### config.mk
export PLATFORM = sky130hd
export DESIGN_NAME = lic_led_indicator_control
export DESIGN_NICKNAME = d
export VERILOG_FILES = /design/src/rtl/lic_pkg.sv /design/src/rtl/lic_led_indicator_control.sv
export SDC_FILE = /design/constraint.sdc
export NUM_CORES = 1
export LEC_CHECK = 0
export ABC_AREA = 1
export BUFFER_PORTS_ARGS = -buffer_cell sky130_fd_sc_hd__buf_2
export CORE_ASPECT_RATIO = 1.5
export CORE_MARGIN = 1.5
export CORE_UTILIZATION = 55
export CTS_CLUSTER_SIZE = 40
export DETAILED_ROUTE_END_ITERATION = 10
export PLACE_DENSITY_LB_ADDON = 0.15
export SYNTH_ARGS = -nofsm -noshare
export SYNTH_HDL_FRONTEND = slang
export SYNTH_SLANG_ARGS = --single-unit
export TNS_END_PERCENT = 5
### constraint.sdc
create_clock -name ref_clk -period 2.9 [get_ports ref_clk]
set_clock_uncertainty 0.1 [all_clocks]
set_input_delay 0 -clock ref_clk [delete_from_list [all_inputs] [get_ports ref_clk]]
set_output_delay 0 -clock ref_clk [all_outputs]
set_load 0.01 [all_outputs]
### src/rtl/lic_pkg.sv
// Constants, register map and blink-rate table for the LED indicator block
`default_nettype none
package lic_pkg;

    // Register addresses (16-bit register index space)
    localparam logic [15:0] LIC_ADDR_RATE   = 16'h40C2;
    localparam logic [15:0] LIC_ADDR_CTRL   = 16'h40C3;
    localparam logic [15:0] LIC_ADDR_STATUS = 16'h40C4;

    // Reset values and control register write mask
    localparam logic [15:0] LIC_RATE_RESET = 16'hEC75;
    localparam logic [15:0] LIC_CTRL_RESET = 16'h0310;
    localparam logic [15:0] LIC_CTRL_WMASK = 16'hFFFE;

    // Rate register field positions (low bit of each 4-bit code)
    localparam int LIC_SLOT0_LSB = 12;
    localparam int LIC_SLOT1_LSB = 8;
    localparam int LIC_SLOT2_LSB = 4;
    localparam int LIC_SLOT3_LSB = 0;

    // Control register bit positions
    localparam int LIC_B_OVR_EN     = 15;
    localparam int LIC_B_OVR_HI     = 14;
    localparam int LIC_B_OVR_LO     = 13;
    localparam int LIC_B_ACT_IND    = 12;
    localparam int LIC_B_FDX_ON     = 11;
    localparam int LIC_B_HDX_ON     = 10;
    localparam int LIC_B_TX_BLINK   = 9;
    localparam int LIC_B_RX_BLINK   = 8;
    localparam int LIC_B_TX_ON      = 7;
    localparam int LIC_B_RX_ON      = 6;
    localparam int LIC_B_FAST_ON    = 5;
    localparam int LIC_B_SLOW_ON    = 4;
    localparam int LIC_B_COL_BLINK  = 3;
    localparam int LIC_B_FAST_BLINK = 2;
    localparam int LIC_B_SLOW_BLINK = 1;

    // Override state encodings
    localparam logic [1:0] LIC_OVR_OFF    = 2'h0;
    localparam logic [1:0] LIC_OVR_ON     = 2'h1;
    localparam logic [1:0] LIC_OVR_SLOT1  = 2'h2;
    localparam logic [1:0] LIC_OVR_SLOT2  = 2'h3;

    // Timing: clock period and the 1 ms base tick
    localparam int LIC_CLK_PERIOD_NS = 100;
    localparam int LIC_TICK_NS       = 1000000;
    localparam int LIC_TICK_CYCLES   = LIC_TICK_NS / LIC_CLK_PERIOD_NS;
    localparam int LIC_WINDOW_MS     = 1000;
    localparam int LIC_STRETCH_MS    = 10;
    localparam int LIC_TRAFFIC_MS    = 42;

    // Blink period in ms for each rate code
    function automatic logic [13:0] lic_period_ms(input logic [3:0] code);
        case (code)
            4'h0:    lic_period_ms = 14'd10000;
            4'h1:    lic_period_ms = 14'd9400;
            4'h2:    lic_period_ms = 14'd8000;
            4'h3:    lic_period_ms = 14'd7400;
            4'h4:    lic_period_ms = 14'd6000;
            4'h5:    lic_period_ms = 14'd5000;
            4'h6:    lic_period_ms = 14'd4000;
            4'h7:    lic_period_ms = 14'd3000;
            4'hB:    lic_period_ms = 14'd500;
            4'hC:    lic_period_ms = 14'd333;
            4'hD:    lic_period_ms = 14'd166;
            4'hE:    lic_period_ms = 14'd125;
            4'hF:    lic_period_ms = 14'd100;
            default: lic_period_ms = 14'd1000;
        endcase
    endfunction : lic_period_ms

    // Off share in ms at the start of each period
    function automatic logic [13:0] lic_off_ms(input logic [3:0] code);
        case (code)
            4'h0:    lic_off_ms = 14'd600;
            4'h1:    lic_off_ms = 14'd658;
            4'h2:    lic_off_ms = 14'd640;
            4'h3:    lic_off_ms = 14'd666;
            4'h4:    lic_off_ms = 14'd660;
            4'h5:    lic_off_ms = 14'd300;
            4'h6:    lic_off_ms = 14'd320;
            4'h7:    lic_off_ms = 14'd330;
            4'hB:    lic_off_ms = 14'd250;
            4'hC:    lic_off_ms = 14'd166;
            4'hD:    lic_off_ms = 14'd83;
            4'hE:    lic_off_ms = 14'd62;
            4'hF:    lic_off_ms = 14'd50;
            default: lic_off_ms = 14'd160;
        endcase
    endfunction : lic_off_ms

endpackage : lic_pkg
`default_nettype wire

### src/rtl/lic_led_indicator_control.sv
// LED indicator control: blink slots, override and status-driven LED logic
`default_nettype none
module lic_led_indicator_control
    import lic_pkg::*;
#(
    parameter int TICK_CYCLES = lic_pkg::LIC_TICK_CYCLES
) (
    input  wire logic        ref_clk,
    input  wire logic        rst,
    input  wire logic [15:0] reg_addr,
    input  wire logic [15:0] reg_wdata,
    input  wire logic        reg_wr,
    input  wire logic        reg_rd,
    output logic      [15:0] reg_rdata,
    input  wire logic        link_up,
    input  wire logic        speed_100,
    input  wire logic        full_duplex,
    input  wire logic        tx_active,
    input  wire logic        rx_active,
    input  wire logic        collision,
    input  wire logic        duty_invert,
    input  wire logic        collision_fast,
    input  wire logic        heavy_rate_en,
    input  wire logic [4:0]  heavy_traffic_threshold,
    output logic             led_on
);
    import lic_pkg::*;

    // Selects of the blink slot used by the active blink condition
    typedef enum logic [3:0] {
        LIC_SRC_NONE  = 4'h1,
        LIC_SRC_SLOT0 = 4'h2,
        LIC_SRC_SLOT1 = 4'h4,
        LIC_SRC_SLOT2 = 4'h8
    } lic_src_t;

    logic [15:0] led_blink_rate_select;
    logic [15:0] led_one_behaviour_control;
    logic [15:0] tick_cnt;
    logic        tick;
    logic [3:0]  slot_blink;
    logic [3:0]  slot_code [4];
    logic [9:0]  window_ms;
    logic [9:0]  tx_busy_ms;
    logic [9:0]  rx_busy_ms;
    logic        heavy_tx;
    logic        heavy_rx;
    logic [4:0]  stretch_ms;
    logic        next_led;
    lic_src_t    src;

    // Control field views
    logic        override_enable;
    logic [1:0]  override_state;
    logic        activity_blink_independent;
    logic        full_duplex_light_en;
    logic        half_duplex_light_en;
    logic        transmit_activity_blink_en;
    logic        receive_activity_blink_en;
    logic        transmit_activity_light_en;
    logic        receive_activity_light_en;
    logic        fast_speed_light_en;
    logic        slow_speed_light_en;
    logic        collision_blink_en;
    logic        fast_speed_blink_en;
    logic        slow_speed_blink_en;

    assign override_enable            = led_one_behaviour_control[LIC_B_OVR_EN];
    assign override_state             = led_one_behaviour_control[
                                            LIC_B_OVR_HI:LIC_B_OVR_LO];
    assign activity_blink_independent = led_one_behaviour_control[
                                            LIC_B_ACT_IND];
    assign full_duplex_light_en       = led_one_behaviour_control[LIC_B_FDX_ON];
    assign half_duplex_light_en       = led_one_behaviour_control[LIC_B_HDX_ON];
    assign transmit_activity_blink_en = led_one_behaviour_control[
                                            LIC_B_TX_BLINK];
    assign receive_activity_blink_en  = led_one_behaviour_control[
                                            LIC_B_RX_BLINK];
    assign transmit_activity_light_en = led_one_behaviour_control[LIC_B_TX_ON];
    assign receive_activity_light_en  = led_one_behaviour_control[LIC_B_RX_ON];
    assign fast_speed_light_en        = led_one_behaviour_control[
                                            LIC_B_FAST_ON];
    assign slow_speed_light_en        = led_one_behaviour_control[
                                            LIC_B_SLOW_ON];
    assign collision_blink_en         = led_one_behaviour_control[
                                            LIC_B_COL_BLINK];
    assign fast_speed_blink_en        = led_one_behaviour_control[
                                            LIC_B_FAST_BLINK];
    assign slow_speed_blink_en        = led_one_behaviour_control[
                                            LIC_B_SLOW_BLINK];

    // Rate codes per slot
    assign slot_code[0] = led_blink_rate_select[LIC_SLOT0_LSB +: 4];
    assign slot_code[1] = led_blink_rate_select[LIC_SLOT1_LSB +: 4];
    assign slot_code[2] = led_blink_rate_select[LIC_SLOT2_LSB +: 4];
    assign slot_code[3] = led_blink_rate_select[LIC_SLOT3_LSB +: 4];

    // Register writes; bit 0 of the control register is reserved, reads 0
    always_ff @(posedge ref_clk) begin
        if (rst) begin
            led_blink_rate_select     <= LIC_RATE_RESET;
            led_one_behaviour_control <= LIC_CTRL_RESET;
        end else if (reg_wr) begin
            if (reg_addr == LIC_ADDR_RATE) begin
                led_blink_rate_select <= reg_wdata;
            end
            if (reg_addr == LIC_ADDR_CTRL) begin
                led_one_behaviour_control <= reg_wdata & LIC_CTRL_WMASK;
            end
        end
    end

    // Read data stands only in the cycle after the strobe; unmapped reads 0
    always_ff @(posedge ref_clk) begin
        if (rst) begin
            reg_rdata <= 16'h0000;
        end else if (reg_rd) begin
            case (reg_addr)
                LIC_ADDR_RATE:   reg_rdata <= led_blink_rate_select;
                LIC_ADDR_CTRL:   reg_rdata <= led_one_behaviour_control;
                LIC_ADDR_STATUS: reg_rdata <= {11'h000, heavy_rx, heavy_tx,
                                               (stretch_ms != 5'h00),
                                               link_up, led_on};
                default:         reg_rdata <= 16'h0000;
            endcase
        end else begin
            reg_rdata <= 16'h0000;
        end
    end

    // 1 ms base tick; everything slower counts ticks to keep counters small
    always_ff @(posedge ref_clk) begin
        if (rst) begin
            tick_cnt <= 16'h0000;
            tick     <= 1'b0;
        end else if (tick_cnt >= 16'(TICK_CYCLES - 1)) begin
            tick_cnt <= 16'h0000;
            tick     <= 1'b1;
        end else begin
            tick_cnt <= tick_cnt + 16'h0001;
            tick     <= 1'b0;
        end
    end

    // One free-running blink phase per slot; off share comes first
    generate
        for (genvar s = 0; s < 4; s++) begin : g_slot
            logic [13:0] phase_ms;
            logic [13:0] period_ms;
            logic [13:0] off_ms;

            assign period_ms = lic_period_ms(slot_code[s]);
            assign off_ms    = lic_off_ms(slot_code[s]);

            // Wrap also when a smaller code shortens the period mid-count
            always_ff @(posedge ref_clk) begin
                if (rst) begin
                    phase_ms <= 14'h0000;
                end else if (tick) begin
                    if (phase_ms >= period_ms - 14'h0001) begin
                        phase_ms <= 14'h0000;
                    end else begin
                        phase_ms <= phase_ms + 14'h0001;
                    end
                end
            end

            // Inversion swaps which part of the period is lit
            assign slot_blink[s] = (phase_ms >= off_ms) ^ duty_invert;
        end
    endgenerate

    // Heavy traffic: busy milliseconds per direction over a 1 s window
    always_ff @(posedge ref_clk) begin
        if (rst) begin
            window_ms  <= 10'h000;
            tx_busy_ms <= 10'h000;
            rx_busy_ms <= 10'h000;
            heavy_tx   <= 1'b0;
            heavy_rx   <= 1'b0;
        end else if (tick) begin
            if (window_ms >= 10'(LIC_WINDOW_MS - 1)) begin
                window_ms  <= 10'h000;
                tx_busy_ms <= 10'h000;
                rx_busy_ms <= 10'h000;
                heavy_tx   <= 16'(tx_busy_ms) >
                              16'(heavy_traffic_threshold) *
                              16'(LIC_TRAFFIC_MS);
                heavy_rx   <= 16'(rx_busy_ms) >
                              16'(heavy_traffic_threshold) *
                              16'(LIC_TRAFFIC_MS);
            end else begin
                window_ms  <= window_ms + 10'h001;
                tx_busy_ms <= tx_busy_ms + {9'h000, tx_active};
                rx_busy_ms <= rx_busy_ms + {9'h000, rx_active};
            end
        end
    end

    // Activity stretch: reload on activity, count down per tick.
    // Loading one extra tick guarantees at least the full 10 ms lit.
    always_ff @(posedge ref_clk) begin
        if (rst) begin
            stretch_ms <= 5'h00;
        end else if (link_up && ((tx_active && transmit_activity_light_en) ||
                                 (rx_active && receive_activity_light_en))) begin
            stretch_ms <= 5'(LIC_STRETCH_MS + 1);
        end else if (tick && stretch_ms != 5'h00) begin
            stretch_ms <= stretch_ms - 5'h01;
        end
    end

    // Steady-on and blink condition decode
    logic on_cond;
    logic act_gate;
    logic act_blink;
    logic col_blink;
    logic speed_blink;
    logic heavy;

    always_comb begin
        on_cond = link_up &&
                  ((full_duplex_light_en && full_duplex) ||
                   (half_duplex_light_en && !full_duplex) ||
                   (fast_speed_light_en && speed_100) ||
                   (slow_speed_light_en && !speed_100));
        // Independent mode or the LIC_B_OVR_LO bit blinks from off too; else needs a lit state
        act_gate = activity_blink_independent ||
                   led_one_behaviour_control[LIC_B_OVR_LO] ||
                   on_cond || (stretch_ms != 5'h00);
        act_blink = link_up && act_gate &&
                    ((tx_active && transmit_activity_blink_en) ||
                     (rx_active && receive_activity_blink_en));
        col_blink = link_up && collision && collision_blink_en;
        speed_blink = link_up &&
                      ((fast_speed_blink_en && speed_100) ||
                       (slow_speed_blink_en && !speed_100));
        heavy = heavy_tx || heavy_rx;
    end

    // Blink source priority: collision, then activity, then speed
    always_comb begin
        if (col_blink) begin
            src = collision_fast ? LIC_SRC_SLOT2 : LIC_SRC_SLOT1;
        end else if (act_blink) begin
            src = (heavy_rate_en && heavy) ? LIC_SRC_SLOT0
                                           : LIC_SRC_SLOT2;
        end else if (speed_blink) begin
            src = LIC_SRC_SLOT2;
        end else begin
            src = LIC_SRC_NONE;
        end
    end

    // Final LED level; override replaces every status-driven term
    always_comb begin
        if (override_enable) begin
            case (override_state)
                LIC_OVR_OFF:   next_led = 1'b0;
                LIC_OVR_ON:    next_led = 1'b1;
                LIC_OVR_SLOT1: next_led = slot_blink[1];
                LIC_OVR_SLOT2: next_led = slot_blink[2];
                default:       next_led = 1'b0;
            endcase
        end else begin
            case (src)
                LIC_SRC_SLOT0: next_led = slot_blink[0];
                LIC_SRC_SLOT1: next_led = slot_blink[1];
                LIC_SRC_SLOT2: next_led = slot_blink[2];
                LIC_SRC_NONE:  next_led = on_cond ||
                                          (stretch_ms != 5'h00);
                default:       next_led = 1'b0;
            endcase
        end
    end

    // LED output register
    always_ff @(posedge ref_clk) begin
        if (rst) begin
            led_on <= 1'b0;
        end else begin
            led_on <= next_led;
        end
    end

endmodule : lic_led_indicator_control
`default_nettype wire

==> results.json <==
{
  "grt_usage": 0.255,
  "via_per_inst": 5.20,
  "area_delta_synth_final_pct": 18.4,
  "ir_drop_mv": 0.531,
  "post-dp-hpwl_um": 22000,
  "final_layout_size_suffix_gt1_frac": 0.136,
  "die_w_um": 124,
  "final_cell_mix": "nand2_1, inv_1, dfxtp_1",
  "clkSinkCount": 213,
  "path_clk_slew_ns": 0.06,
  "synth_edf_count": 0,
  "dr.first_iter.drc_count": 482,
  "cts_tree": "built",
  "seq_power_share": 0.458,
  "via_count": 10700,
  "sw_frac_of_total": 0.241,
  "synth-main-ff-cell": "dfxtp_1",
  "period_needed_ns": 2.86,
  "cp_max_fo": 7,
  "seq_area_frac_synth": 0.352,
  "io-pin-count": 67,
  "slew_viol_final": 0,
  "p_leak_nw": 6.74,
  "synth_area_um2": 12100,
  "place_area_um2": 12900,
  "rows": 66,
  "endpoint_kind": "flip-flop",
  "power_density_nw_per_um2": 458,
  "port_buffers": 66,
  "finalNetCount": 1958,
  "ys.warnings.count": 0,
  "post-route-period-util": 0.988,
  "core_area_um2": 21600,
  "routed_wl_um": 29200,
  "ant_nets": 0,
  "initial_core_util": 0.560,
  "worst_hold_slack_ns": 0.0223,
  "fin_cells": 2057,
  "synth_top_area_frac": 0.352,
  "synthTopCellsByArea": "dfxtp_1, ha_1, nand2_1",
  "worstSetupPathType": "flip-flop to flip-flop",
  "crit_required_ns": 3.19,
  "synth_area_per_cell_um2": 7.43,
  "synth_top_cell_by_area": "dfxtp_1",
  "synth_cells": 1631,
  "clkPwrFrac": 0.445,
  "drc": 0,
  "power_frac_comb": 0.097,
  "htreeDepth": 1,
  "post_drt_wl_per_cell_um": 14.2,
  "switchingPower_mw": 1.58,
  "synth_cell_types": 51,
  "tightest_slew_ns": 0.498,
  "dp.cells": 1968,
  "place_congestion": 0.873,
  "rsz0062_at_grt": "yes",
  "antenna_found_initial": 1,
  "grt_pass1_vias": 10350,
  "drv_cap": 0,
  "reg2reg_slack_ns": 0.04,
  "fin_area_um2": 14300,
  "setup_viol": 0,
  "final_common_cell": "nand2_1",
  "slew_headroom": 0.665,
  "dieArea_um2": 22900,
  "final_hold_viol_count": 0,
  "cp.arrival_ns": 3.16,
  "clock-root-buffer": "clkbuf_16",
  "overflow": 0,
  "p_int_mw": 4.98,
  "grt_max_degree": 29,
  "max-clock-path-buffers": 3,
  "hold_class": "input pin to flip-flop",
  "synth_seq_cells": 213,
  "die_h_um": 185,
  "grt_pass1_wl_um": 46600,
  "fin_util": 0.663,
  "cts_buffers": 22,
  "detail_route.first_pass.iterations": 5,
  "run_status": "finished, final reports clean",
  "max_freq_mhz": 349,
  "ys_async_sr_fraction": 0,
  "worstSkewPairLatency_ns": 0.51,
  "start_kind": "flip-flop",
  "n_antenna_cell": 0
}
==> layout make-up <==
type,instances,area (um2)
timing repair buffer,142,1060
fill,1886,7300
sequential,213,4270
clock buffer,35,671
multi-input combinational,1153,7030
clock inverter,5,75.1
inverter,237,892
tap,272,340
==> synthesized netlist by cell type (4+ instances only) <==
| master | count |
|---|---|
| nand2_1 | 324 |
| inv_1 | 221 |
| dfxtp_1 | 213 |
| nor2_1 | 205 |
| ha_1 | 139 |
| a21oi_1 | 90 |
| nand3_1 | 73 |
| nor3_1 | 59 |
| xor2_1 | 49 |
| o21ai_0 | 45 |
| xnor2_1 | 34 |
| nand2_2 | 16 |
| clkbuf_1 | 14 |
| o21ai_1 | 14 |
| inv_2 | 13 |
| a211oi_1 | 10 |
| and3_1 | 9 |
| nand4_1 | 9 |
| o21ai_2 | 9 |
| nor2_4 | 8 |
| o211ai_1 | 7 |
| buf_4 | 6 |
| nor3b_1 | 6 |
| buf_2 | 5 |
| nor3_2 | 5 |
| a31oi_1 | 4 |
| nand3_2 | 4 |
==> flip-flops by register name, indices dropped and copies added, names as in the netlist <==
name / flops
g_slot.phase_ms: 42
g_slot.period_ms: 41
g_slot.off_ms: 28
led_blink_rate_select: 16
reg_rdata: 16
tick_cnt: 16
led_one_behaviour_control: 15
rx_busy_ms: 10
tx_busy_ms: 10
window_ms: 10
stretch_ms: 5
heavy_rx: 1
heavy_tx: 1
led_on: 1
tick: 1
==> layer usage <==
metal | part of all wire | GRT usage
met5 | 0.00038 | 0
met4 | 0.043 | 0.118
met3 | 0.037 | 0.0300
met2 | 0.53 | 0.492
met1 | 0.39 | 0.265
==> what timing repair did <==
action | in CTS | in global routing
resized for setup | 4 | 53
gates cloned | 0 | 1
buffers inserted | 0 | 4
pin swaps | 0 | 22
hold buffers | 44 | 0
endpoints found under the setup margin | 41 | 42
endpoints found under the hold margin | 83 | 0
==> cells by family after synthesis <==
logic type      Yosys count  share of synthesized area
fa+ha+maj               139                      0.144
other cells               1                   0.000310
buf+inv                 266                     0.0863
simple gates            727                      0.260
xor+xnor                 83                     0.0600
compound gates          202                     0.0974
flops                   213                      0.352
==> stage by stage <==
stage	worst slack [ns]	setup TNS [ns]	total power, mW
finish	0.0356	0	6.57
global route	-0.235	-4.56	6.81
CTS	0.0217	0	6.60
detailed placement	-0.0388	-0.685	3.66
global placement	0.0331	0	3.64
floorplan	-0.0110	-0.0221	3.48
==> power by group through the flow <==
| stage | logic (mW) | registers [mW] | clock network (mW) |
|---|---|---|---|
| after detailed placement | 0.583 | 3.07 | 0 |
| after global placement | 0.566 | 3.07 | 0 |
| after CTS | 0.624 | 3.01 | 2.97 |
| after global routing | 0.731 | 3.01 | 3.06 |
| after floorplan | 0.412 | 3.07 | 0 |
| final | 0.636 | 3.01 | 2.92 |
==> path summary, 6_finish.rpt <==
| check | from | end | cells after the start |
|---|---|---|---|
| setup / recovery | g_slot[1].period_ms[2]$_SDFF_PP0_ | g_slot[1].phase_ms[9]$_SDFFE_PP0P_ | 19 |
| hold / removal | reg_addr[2] | led_blink_rate_select[1]$_SDFFE_PP0P_ | 6 |
| setup reg to reg | g_slot[1].period_ms[2]$_SDFF_PP0_ | g_slot[1].phase_ms[9]$_SDFFE_PP0P_ | 19 |
| hold reg to reg | tick_cnt[14]$_SDFF_PP0_ | tick$_SDFF_PP0_ | 2 |
==> critical path: stages (launching register included) <==
cell and delay [ns]:
dfxtp_2 0.32, nor2_2 0.11, nand2_2 0.07, nor3_2 0.18
nand2_1 0.11, nor2_1 0.12, nand2_1 0.10, nor3_2 0.20
nand3_1 0.11, xnor2_1 0.16, inv_1 0.09, ha_4 0.28
nand2_4 0.06, nor3_2 0.18, nand2_1 0.07, nand3_1 0.09
nand2_1 0.06, nand2_2 0.15, clkbuf_16 0.17, nor2_1 0.04
No activity file was read; power rests on OpenSTA's default activity.
